## config.mk

```make
export PLATFORM = sky130hd
export DESIGN_NAME = fmd_record
export DESIGN_NICKNAME = d
export VERILOG_FILES = /design/src/common/fmd_pkg.sv /design/src/common/fmd_flag_if.sv /design/src/hw/fmd_flag_store.sv /design/src/hw/fmd_record.sv
export SDC_FILE = /design/constraint.sdc
export NUM_CORES = 1
export LEC_CHECK = 0
export ABC_AREA = 1
export BUFFER_PORTS_ARGS = -buffer_cell sky130_fd_sc_hd__buf_2
export CORE_ASPECT_RATIO = 1.5
export CORE_MARGIN = 10
export CORE_UTILIZATION = 51
export CTS_CLUSTER_SIZE = 40
export DETAILED_ROUTE_END_ITERATION = 8
export MAX_ROUTING_LAYER = met4
export PLACE_DENSITY = 0.77
export SLEW_MARGIN = 25
export SYNTH_ARGS = -nofsm -noshare
export SYNTH_HDL_FRONTEND = slang
export SYNTH_SLANG_ARGS = --single-unit
```

## constraint.sdc

```tcl
create_clock -name ref_clk_in -period 1.2 [get_ports ref_clk_in]
set_input_delay 0.06 -clock ref_clk_in [delete_from_list [all_inputs] [get_ports ref_clk_in]]
set_output_delay 0.06 -clock ref_clk_in [all_outputs]
set_load 0.02 [all_outputs]
```

## src/common/fmd_pkg.sv

```systemverilog
// Constants for the extended diagnostic record in frequency-measurement mode.
// Assumes a single 100 MHz clock and byte-wide record readout.
package fmd_pkg;
    localparam int REC_BYTES = 16;
    localparam int BASIC_BYTES = 4;
    localparam int IDX_W = 4;
    localparam int NUM_DIN = 16;
    localparam int NUM_FREQ = 3;
    localparam int NUM_GRP = 4;
    // Byte indices
    localparam logic [3:0] B_STAT = 4'h0;
    localparam logic [3:0] B_CLASS = 4'h1;
    localparam logic [3:0] B_CTYPE = 4'h4;
    localparam logic [3:0] B_BITS = 4'h5;
    localparam logic [3:0] B_CHANS = 4'h6;
    localparam logic [3:0] B_ERR = 4'h7;
    localparam logic [3:0] B_LOST0 = 4'h8;
    localparam logic [3:0] B_EOI0 = 4'hc;
    localparam logic [3:0] B_LAST = 4'hf;
    // Field values
    localparam logic [6:0] CT_DIN = 7'h70;
    localparam logic [6:0] CT_AIN = 7'h71;
    localparam logic [6:0] CT_DOUT = 7'h72;
    localparam logic [6:0] CT_AOUT = 7'h73;
    localparam logic [6:0] CT_AIO = 7'h74;
    localparam logic [7:0] DIAG_BITS = 8'h08;
    localparam logic [7:0] NUM_CHANS = 8'h08;
    localparam logic [3:0] CLS_DIG = 4'hf;
    localparam logic [3:0] CLS_ANA = 4'h5;
    localparam int ST_FAIL = 0;
    localparam int ST_EXT = 2;
    localparam int ST_CHAN = 3;
    localparam int CLS_INFO = 4;
endpackage

```

## src/common/fmd_flag_if.sv

```systemverilog
// Sticky flag bundle between the top and its flag store.
// Assumes one clock domain.
`timescale 1ns/1ps
interface fmd_flag_if;
    logic [15:0] din_lost;
    logic [2:0] eoi_lost;
    logic [3:0] grp_err;
    logic [2:0] freq_err;
    logic fail;
    logic ext_err;
    modport store (output din_lost, eoi_lost, grp_err, freq_err, fail, ext_err);
    modport user (input din_lost, eoi_lost, grp_err, freq_err, fail, ext_err);
endinterface

```

## src/hw/fmd_flag_store.sv

```systemverilog
// Sticky diagnostic flags; set pulses and a clear pulse.
// Assumes set inputs come from logic on ref_clk_in.
`timescale 1ns/1ps
module fmd_flag_store
(
    input wire logic ref_clk_in,
    input wire logic nrst_in,
    input wire logic [15:0] din_lost_set_in,
    input wire logic [2:0] eoi_lost_set_in,
    input wire logic [3:0] grp_err_set_in,
    input wire logic [2:0] freq_err_set_in,
    input wire logic fail_set_in,
    input wire logic ext_err_set_in,
    input wire logic clear_in,
    fmd_flag_if.store flags
);
    logic [27:0] flag_q;
    logic [27:0] flag_d;
    logic [27:0] set_w;

    assign set_w = {ext_err_set_in, fail_set_in, freq_err_set_in, grp_err_set_in,
        eoi_lost_set_in, din_lost_set_in};

    // Set wins over a same-cycle clear
    always_comb
    begin
        flag_d = (clear_in ? 28'h0000000 : flag_q) | set_w;
    end

    always_ff @(posedge ref_clk_in)
    begin
        if (!nrst_in)
            flag_q <= 28'h0000000;
        else
            flag_q <= flag_d;
    end

    assign flags.din_lost = flag_q[15:0];
    assign flags.eoi_lost = flag_q[18:16];
    assign flags.grp_err = flag_q[22:19];
    assign flags.freq_err = flag_q[25:23];
    assign flags.fail = flag_q[26];
    assign flags.ext_err = flag_q[27];
endmodule

```

## src/hw/fmd_record.sv

```systemverilog
// Extended diagnostic record builder, frequency-measurement mode.
// Assumes event pulses synchronous to ref_clk_in; byte read by index.
// Operation
// - The record is four basic bytes plus twelve module bytes, sixteen in all.
// - Byte 4 bits 6..0 carry the channel type, digital input in this mode.
// - Byte 4 bit 7 says whether more channel types follow.
// - Byte 5 reads eight diagnostic bits per channel.
// - Byte 6 reads eight channels.
// - Byte 7 bits 0..3 flag errors in the four input groups in order.
// - Byte 7 bits 4..6 flag errors in measurement channels 0..2, bit 7 reserved.
// - Bytes 8..11 put lost-interrupt flags of four inputs on even bits, odd bits zero.
// - Bytes 12..14 bit 0 flag a lost end-of-integration interrupt, other bits zero.
// - Byte 0 shows module failure, external error and channel error on bits 0, 2, 3.
// - Byte 1 holds the module class in bits 3..0 and channel info present in bit 4.
`timescale 1ns/1ps
module fmd_record
#(
    parameter logic [6:0] CHAN_TYPE = fmd_pkg::CT_DIN,
    parameter bit MORE_TYPES = 1'b0,
    parameter logic [3:0] MOD_CLASS = fmd_pkg::CLS_DIG
)
(
    input wire logic ref_clk_in,
    input wire logic nrst_in,
    input wire logic [15:0] din_lost_set_in,
    input wire logic [2:0] eoi_lost_set_in,
    input wire logic [3:0] grp_err_set_in,
    input wire logic [2:0] freq_err_set_in,
    input wire logic fail_set_in,
    input wire logic ext_err_set_in,
    input wire logic clear_in,
    input wire logic rd_en_in,
    input wire logic [fmd_pkg::IDX_W-1:0] rd_idx_in,
    output logic [7:0] rd_data_out,
    output logic rd_valid_out,
    output logic diag_active_out
);
    import fmd_pkg::*;

    // Byte positions past the first of each run
    localparam logic [3:0] B_LOST1 = B_LOST0 + 4'h1;
    localparam logic [3:0] B_LOST2 = B_LOST0 + 4'h2;
    localparam logic [3:0] B_LOST3 = B_LOST0 + 4'h3;
    localparam logic [3:0] B_EOI1 = B_EOI0 + 4'h1;
    localparam logic [3:0] B_EOI2 = B_EOI0 + 4'h2;

    // Parameter checks; the byte map below is fixed
    if (CHAN_TYPE < CT_DIN || CHAN_TYPE > CT_AIO)
    begin
        $error("channel type code out of range");
    end
    if (MOD_CLASS != CLS_DIG && MOD_CLASS != CLS_ANA)
    begin
        $error("module class must be digital or analog");
    end
    if (REC_BYTES != (1 << IDX_W))
    begin
        $error("record length must fill the byte index");
    end
    if ((1 << IDX_W) <= int'(B_LAST))
    begin
        $error("byte index too narrow for the last byte");
    end
    if (NUM_DIN != NUM_GRP * 4)
    begin
        $error("each input group holds four inputs");
    end
    if (int'(B_EOI0) != int'(B_LOST0) + NUM_GRP || int'(B_LAST) != int'(B_EOI0) + NUM_FREQ)
    begin
        $error("lost-interrupt bytes must follow one another");
    end
    if (int'(B_CTYPE) != BASIC_BYTES)
    begin
        $error("module bytes must follow the basic record");
    end

    fmd_flag_if flags();

    fmd_flag_store u_store
    (
        .ref_clk_in(ref_clk_in),
        .nrst_in(nrst_in),
        .din_lost_set_in(din_lost_set_in),
        .eoi_lost_set_in(eoi_lost_set_in),
        .grp_err_set_in(grp_err_set_in),
        .freq_err_set_in(freq_err_set_in),
        .fail_set_in(fail_set_in),
        .ext_err_set_in(ext_err_set_in),
        .clear_in(clear_in),
        .flags(flags)
    );

    // Basic record byte 0
    function automatic logic [7:0] status_byte(input logic fail, input logic ext, input logic chan);
        status_byte = 8'h00;
        status_byte[ST_FAIL] = fail;
        status_byte[ST_EXT] = ext;
        status_byte[ST_CHAN] = chan;
    endfunction

    // Channel info is always present here
    function automatic logic [7:0] class_byte(input logic [3:0] cls);
        class_byte = {4'h0, cls};
        class_byte[CLS_INFO] = 1'b1;
    endfunction

    function automatic logic [7:0] type_byte(input logic more, input logic [6:0] code);
        type_byte = {more, code};
    endfunction

    // Bit 7 stays reserved as zero
    function automatic logic [7:0] err_byte(input logic [3:0] grp, input logic [2:0] meter);
        err_byte = {1'b0, meter, grp};
    endfunction

    // Spread four flags onto even bits
    function automatic logic [7:0] even_spread(input logic [3:0] f);
        even_spread = {1'b0, f[3], 1'b0, f[2], 1'b0, f[1], 1'b0, f[0]};
    endfunction

    function automatic logic [7:0] bit0_byte(input logic f);
        bit0_byte = {7'h00, f};
    endfunction

    // Record bytes built from live flags
    logic lost_any;
    logic chan_err;
    logic [7:0] stat_w;
    logic [7:0] class_w;
    logic [7:0] type_w;
    logic [7:0] err_w;
    logic [7:0] lost_w [NUM_GRP];
    logic [7:0] eoi_w [NUM_FREQ];
    logic [7:0] data_q;
    logic [7:0] data_d;
    logic valid_q;
    logic valid_d;

    assign lost_any = |{flags.din_lost, flags.eoi_lost};
    assign chan_err = lost_any | (|flags.grp_err) | (|flags.freq_err);
    assign stat_w = status_byte(flags.fail, flags.ext_err, chan_err);
    assign class_w = class_byte(MOD_CLASS);
    assign type_w = type_byte(MORE_TYPES, CHAN_TYPE);
    assign err_w = err_byte(flags.grp_err, flags.freq_err);

    for (genvar g = 0; g < NUM_GRP; g++)
    begin : g_lost
        assign lost_w[g] = even_spread(flags.din_lost[4 * g +: 4]);
    end

    for (genvar k = 0; k < NUM_FREQ; k++)
    begin : g_eoi
        assign eoi_w[k] = bit0_byte(flags.eoi_lost[k]);
    end

    // Reads are never refused, so every request answers
    always_comb
    begin
        valid_d = rd_en_in;
    end

    // Data holds between reads so a slow reader still sees it
    always_comb
    begin
        data_d = data_q;
        if (rd_en_in)
        begin
            case (rd_idx_in)
                B_STAT: data_d = stat_w;
                B_CLASS: data_d = class_w;
                B_CTYPE: data_d = type_w;
                B_BITS: data_d = DIAG_BITS;
                B_CHANS: data_d = NUM_CHANS;
                B_ERR: data_d = err_w;
                B_LOST0: data_d = lost_w[0];
                B_LOST1: data_d = lost_w[1];
                B_LOST2: data_d = lost_w[2];
                B_LOST3: data_d = lost_w[3];
                B_EOI0: data_d = eoi_w[0];
                B_EOI1: data_d = eoi_w[1];
                B_EOI2: data_d = eoi_w[2];
                B_LAST: data_d = 8'h00;
                // Basic bytes 2 and 3 are fixed zero
                default: data_d = 8'h00;
            endcase
        end
    end

    // Reset also clears the last byte shown
    always_ff @(posedge ref_clk_in)
    begin
        if (!nrst_in)
            data_q <= 8'h00;
        else
            data_q <= data_d;
    end

    always_ff @(posedge ref_clk_in)
    begin
        if (!nrst_in)
            valid_q <= 1'b0;
        else
            valid_q <= valid_d;
    end

    assign rd_data_out = data_q;
    assign rd_valid_out = valid_q;
    // Any flag raised means a diagnostic is pending
    assign diag_active_out = chan_err | flags.fail | flags.ext_err;
endmodule

```

==> qor.txt, run 1 <==
Status -> finished with violations
Failing checks -> hold timing, setup timing
Fin crit share -> 123.6%
Worst r2r dst -> rd_data_out[3]
Pwr per Cell Area -> 1137 nW/um^2
I/O pins -> 46
Clock transition at the registers of the reported paths -> 0.07 ns
# rows -> 25
Main combinational cell family by area after synthesis -> simple AND/OR/NAND/NOR gates
Fmax -> 0.6744 GHz
Design Area, Final -> 2354 um^2
Wire per inst -> 13.15 um
Hold crit path type -> primary input to flip-flop
Initial antenna violation count -> 0
XOR/XNOR Fraction of Synth Area -> 0%
Layout area overhead -> 43.37%
Avg Vias per Cell -> 4.937
Synth Area in Simple Gates -> 32.70%
WP buf/inv -> 1
DP Area -> 1894 um^2
Final nets -> 360
Slew Limit Fails -> 0
CP top delay family -> simple AND/OR/NAND/NOR gates
Port Buffers -> 44
Max Clock Skew -> 0.009938 ns
Leakage power -> 1.158 nW
Slowest-stage cell, CP -> dfxtp_2
Commonest non-fill, non-tap cell in the layout -> nand2_1
Routed vias -> 1,802
Most used cell, CP -> nand2_1
CTS tree -> done
Reg-to-reg setup timing slack -> 0.02 ns
Vias in the first global route -> 1,902
Crit. End Element -> output port
Die ar. -> 5935 um^2
Mux cell area share after synthesis -> 0%
Hold endpoint -> u_store.flag_q[16]
CTS Root Cell -> clkbuf_8
Netlist cell types -> 27
Post-synth EDFFs -> 0
Pre-antenna DRT Iters -> 4
Largest net degree at the start of global routing -> 36
CP Max Fanout -> 2
HP Start -> eoi_lost_set_in[0]
Sequential-to-total area share from yosys stat -> 43.90%
Drt total wl -> 4800 um
RSZ-0062 raised after global routing -> yes
CP peak stage delay -> 0.34 ns
Gr ovfl total -> 0
Startpoint class of the critical path -> flip-flop
RR Startpoint -> u_store.flag_q[7]
DRC violations left -> 0
Post-synthesis compound-gate area fraction -> 14.48%
Yosys reg bits -> 36
Synth Warn # -> 0
Avg Cell Area, Syn -> 6.728 um^2
Worst setup margin -> -0.2828 ns
DPL Wire Length -> 3080 um
Clk buf depth -> 2
Endpoints failing setup -> 1
N_diodes -> 0
Maximum VDD drop -> 0.9481 mV
Cells after Synth -> 244
FF-to-FF path depth -> 9
Initial DRC Count -> 54
Power, Total -> 2.677 mW
CP Cell Sequence -> nor2_2, and2_4, nand2_1, nor2_2, nand2_1, nor2_1, nand2_1, buf_6
Most used DFF post-synth -> dfxtp_1
Async SR Flop Fraction -> 0%
Die Wd -> 66.33 um
Setup Total Neg Slack -> -0.2828 ns
Hold violation count in the final report -> 1
First-pass GRT wire length -> 7852 um
H-tree depth -> 2
Cts bufs inserted -> 5
Final hold slack -> -0.003981 ns
Hold depth -> 3
Min Tclk post-route -> 1.483 ns
Height of the die -> 89.49 um
Post-synth net total -> 280
Share of cells above drive strength 1 -> 30.46%
Total GRT Usage -> 17.31%
Final antenna-violating net count -> 0
WS Path Type -> flip-flop to output port
Max-cap violation count -> 0
Area of the mapped netlist -> 1642 um^2
Clock latency on the worst-skew pair -> 0.30 ns
Placement Setup Slack -> 0.06147 ns
Core Area -> 3128 um^2
Clock Sinks -> 36
Final Wtd Congestion -> 0.8888
Commonest non-fill, non-tap cells in the layout -> nand2_1 (59), nor2_1 (50), buf_2 (43)
Req. time, crit path -> 1.14 ns
Adder-cell share of the synthesized area -> 0%
Crit path arrival time -> 1.42 ns
Starting Density -> 52.48%
==> cell usage after synthesis, types with 2 or more instances <==
library cell	count	share of area (%)
a21oi_2	2	1.1
buf_1	4	0.91
o21ai_0	2	0.61
nor2_4	3	2.1
inv_2	5	1.1
dfxtp_1	36	44
nand2_2	6	2.3
nand2_1	59	13
a21oi_1	35	11
nand3_1	3	0.91
nor2_1	52	12
inv_1	22	5.0
==> state kept, by name, indices dropped and copies added, names as in the netlist <==
| register | flops |
|---|---|
| rd_data_out | 7 |
| u_store.flag_q | 28 |
| rd_valid_out | 1 |
==> where the power goes <==
part | internal (mW) | switching (mW) | total (mW)
combinational | 0.216 | 0.227 | 0.444
clock | 0.466 | 0.443 | 0.909
sequential | 1.27 | 0.0513 | 1.32
==> kinds of logic (layout without fill, tap and decap cells) <==
kind of cell | after synthesis | after routing
AOI/OAI and AO/OA | 44 | 44
buffers and inverters | 35 | 116
DFF | 36 | 36
other | 1 | 1
and+or+nand+nor | 128 | 128
==> per-layer routing <==
layer / part of all wire (%) / up-vias / GRT usage, %
li1: - / 915 / -
met1: 37 / 810 / 15.39
met2: 54 / 58 / 30.92
met3: 5.8 / 19 / 6.023
met4: 3.8 / 0 / 9.751
met5: 0 / - / -
==> stage by stage <==
stage          std cells  hold slack (ns)  util [%]
2_1_floorplan        244           0.1576         -
3_3_place_gp         322           0.2617     60.56
3_5_place_dp         322           0.2702     60.56
4_1_cts              363        0.0004953     74.20
5_1_grt              365         0.001805     75.24
6_report             365        -0.003981     75.24
==> worst max-delay path by stage <==
stage | depth (start not counted) | startpoint | to
floorplan | 10 | u_store.flag_q[14] | rd_data_out[3]
global placement | 9 | u_store.flag_q[11] | diag_active_out
detailed placement | 9 | u_store.flag_q[11] | diag_active_out
CTS | 8 | u_store.flag_q[6] | diag_active_out
global route | 9 | u_store.flag_q[12] | diag_active_out
finish | 8 | u_store.flag_q[7] | diag_active_out
==> area by class of cell <==
class	instances	area [um^2]
Fill cell	269	774.5
Timing Repair Buffer	80	579.3
Inverter	28	105.1
Clock inverter	1	7.507
Tap cell	40	50.05
Clock buffer	7	86.33
Sequential cell	36	735.7
Multi-Input combinational cell	173	789.5
==> tightest hold or removal path, stage by stage <==
cell and delay, ns:
buf_2 0.08, a21oi_1 0.03, nor2_1 0.08
==> repair_timing <==
action | in CTS | in global routing
endpoints found under the setup margin | 1 | 2
gates resized for setup | 8 | 15
endpoints found under the hold margin | 28 | 0
buffers inserted | 5 | 2
hold buffers | 28 | 0
pin swaps | 7 | 9
Power figures use the tool's default switching activity.
==> run 2, diff against run 1 <==
--- a/config.mk
+++ b/config.mk
@@ -9,7 +9,7 @@
 export BUFFER_PORTS_ARGS = -buffer_cell sky130_fd_sc_hd__buf_2
 export CORE_ASPECT_RATIO = 1.5
 export CORE_MARGIN = 10
-export CORE_UTILIZATION = 51
+export CORE_UTILIZATION = 52
 export CTS_CLUSTER_SIZE = 40
 export DETAILED_ROUTE_END_ITERATION = 8
 export MAX_ROUTING_LAYER = met4
@@ -17,4 +17,5 @@
 export SLEW_MARGIN = 25
 export SYNTH_ARGS = -nofsm -noshare
 export SYNTH_HDL_FRONTEND = slang
+export SYNTH_HIERARCHICAL = 1
 export SYNTH_SLANG_ARGS = --single-unit
==> qor.txt, run 2 <==
Final nets -> 375
Clock latency on the worst-skew pair -> 0.28 ns
Placement Setup Slack -> -0.1665 ns
RSZ-0062 raised after global routing -> yes
Yosys reg bits -> 36
Crit path arrival time -> 1.56 ns
Placed cells -> 373
Commonest non-fill, non-tap cells in the layout -> nand2_1 (81), buf_2 (43), inv_1 (42)
Vias in the first global route -> 1,775
Initial DRC Count -> 37
Count leader, synth -> nand2_1
Hold violation count in the final report -> 0
Maximum VDD drop -> 0.8781 mV
Async SR Flop Fraction -> 0%
DP Area -> 2240 um^2
H-tree depth -> 2
Final antenna-violating net count -> 0
Fin crit share -> 134.9%
I/O pins -> 46
Netlist cell types -> 23
RR Startpoint -> u_store/flag_q[5]
Req. time, crit path -> 1.14 ns
Pwr per Cell Area -> 1097 nW/um^2
Startpoint class of the critical path -> flip-flop
Port Buffers -> 44
Cts bufs inserted -> 5
Failing checks -> setup timing
Starting Density -> 53.88%
Avg Cell Area, Syn -> 6.868 um^2
Pre-antenna DRT Iters -> 4
Final core utilization -> 69.05%
Worst setup margin -> -0.4189 ns
Largest net degree at the start of global routing -> 29
CTS Root Cell -> clkbuf_8
Clock transition at the registers of the reported paths -> 0.07 ns
Post-synth EDFFs -> 0
Reg-to-reg setup timing slack -> 0.08 ns
Commonest non-fill, non-tap cell in the layout -> nand2_1
Sequential-to-total area share from yosys stat -> 39.16%
Top-area cell type share of the netlist area -> 39.16%
DRC violations left -> 0
Gr ovfl total -> 0
Area of the mapped netlist -> 1841 um^2
Synth Warn # -> 6
Die ar. -> 6368 um^2
Power, Total -> 2.588 mW
Hold buffers post-CTS -> 0
Endpoints failing setup -> 1
Share of cells above drive strength 1 -> 38.05%
Total GRT Usage -> 15.32%
Routed vias -> 1,756
Design Area, Final -> 2359 um^2
Drt total wl -> 4583 um
Cells after Synth -> 268
Wire per inst -> 12.03 um
Die Wd -> 68.58 um
Clock Sinks -> 36
First-pass GRT wire length -> 7383 um
Hold crit path type -> primary input to flip-flop
Max Clock Skew -> 0.003129 ns
Initial antenna violation count -> 0
Largest Register -> u_store/flag_q
Worst r2r dst -> rd_data_out[3]
Non-filler cells, final -> 381
Setup Total Neg Slack -> -0.4189 ns
Min Tclk post-route -> 1.619 ns
Final hold slack -> 0.001240 ns
Crit. End Element -> output port
FF-to-FF path depth -> 10
Fmax -> 0.6177 GHz
Post-synth net total -> 304
Height of the die -> 92.87 um
Dominant cell type by area after synthesis -> dfxtp_1
Clk buf depth -> 2
DPL Wire Length -> 3669 um
Avg Vias per Cell -> 4.609
Setup crit end -> diag_active_out
Crit. Startpoint -> u_store/flag_q[5]
Max-cap violation count -> 0
Top post-synthesis cells by count -> nand2_1 (84), inv_1 (46), dfxtp_1 (36), nor2_1 (22), a21oi_2 (20)
Core Area -> 3416 um^2
WS Path Type -> flip-flop to output port
Leakage power -> 1.224 nW
CTS tree -> done
N_diodes -> 0
# rows -> 26
Flip-flop count of the largest register after layout -> 28
Status -> finished with violations
Layout area overhead -> 28.14%
Slew Limit Fails -> 0
Most used DFF post-synth -> dfxtp_1
Final Wtd Congestion -> 0.9770
Synth top area cells -> dfxtp_1 (39%), nand2_1 (17%), a21oi_2 (9.5%), inv_1 (9.4%), a21oi_1 (4.6%)
CP Max Fanout -> 2
==> run 2: changes by cell type in the layout (fill, tap and decap cells not counted), moves of 2 or more <==
cell and delta:
nor2_1 -30, dlygate4sd3_1 -28, inv_1 +25, nand2_1 +22, buf_4 +18, a21oi_1 -17, a21oi_2 +17, dfxtp_1 +8
dfxtp_2 -8, nand2_2 +4, nand3_1 +4, inv_2 -2, nor2_2 +2, o21ai_1 +2
==> run 2: kinds of logic after synthesis <==
| logic type | after synthesis | synth area share (%) |
|---|---|---|
| AO/OA/AOI/OAI | 42 | 15.50 |
| buffers and inverters | 57 | 14.55 |
| flip-flops | 36 | 39.16 |
| other | 1 | 0.2037 |
| AND/OR/NAND/NOR | 132 | 30.59 |
==> run 2: per-layer routing <==
metal	GRT usage (%)	share of wire [%]	up-vias
li1	-	-	945
met2	27.55	54	38
met1	15.21	40	766
met3	3.739	4.8	7
met5	-	0	-
met4	5.051	1.5	0
==> run 2: report_power, final <==
group	switching, mW	internal, mW	total (mW)
sequential	0.0390	1.27	1.31
combinational	0.262	0.214	0.476
clock	0.410	0.395	0.804
==> run 2: repair_timing <==
action,4_1_cts,5_1_grt
endpoints found under the setup margin,1,2
gates cloned,0,0
pin swaps,2,2
setup buffers,0,1
resized for setup,3,14
==> run 2: how the worst min path moves through the flow <==
stage | start | to | slack, ns | depth (start not counted)
final | nrst_in | rd_valid_out | 0.001 | 3
after global routing | din_lost_set_in[0] | u_store/flag_q[0] | 0.004 | 3
after CTS | nrst_in | rd_valid_out | 0.003 | 3
after detailed placement | nrst_in | rd_valid_out | 0.29 | 3
after global placement | nrst_in | rd_valid_out | 0.29 | 3
after floorplan | nrst_in | rd_valid_out | 0.16 | 2
==> run 2: critical path, stage by stage, from the launching register on <==
cell and delay, ns:
dfxtp_1 0.31, inv_1 0.07, nand2_2 0.07, nor2_4 0.11
nand2_1 0.06, nor2_1 0.08, nand2_1 0.09, or3_4 0.34
buf_6 0.14
==> run 2: cell type report <==
cell class                 count  area (um^2)
clock buffer                   6        72.57
inverter                      51        193.9
tap                           42        52.55
timing repair buffer          70        434.2
sequential                    36        725.7
fill                         345         1057
clock inverter                 1        5.005
multi-input combinational    175        874.6
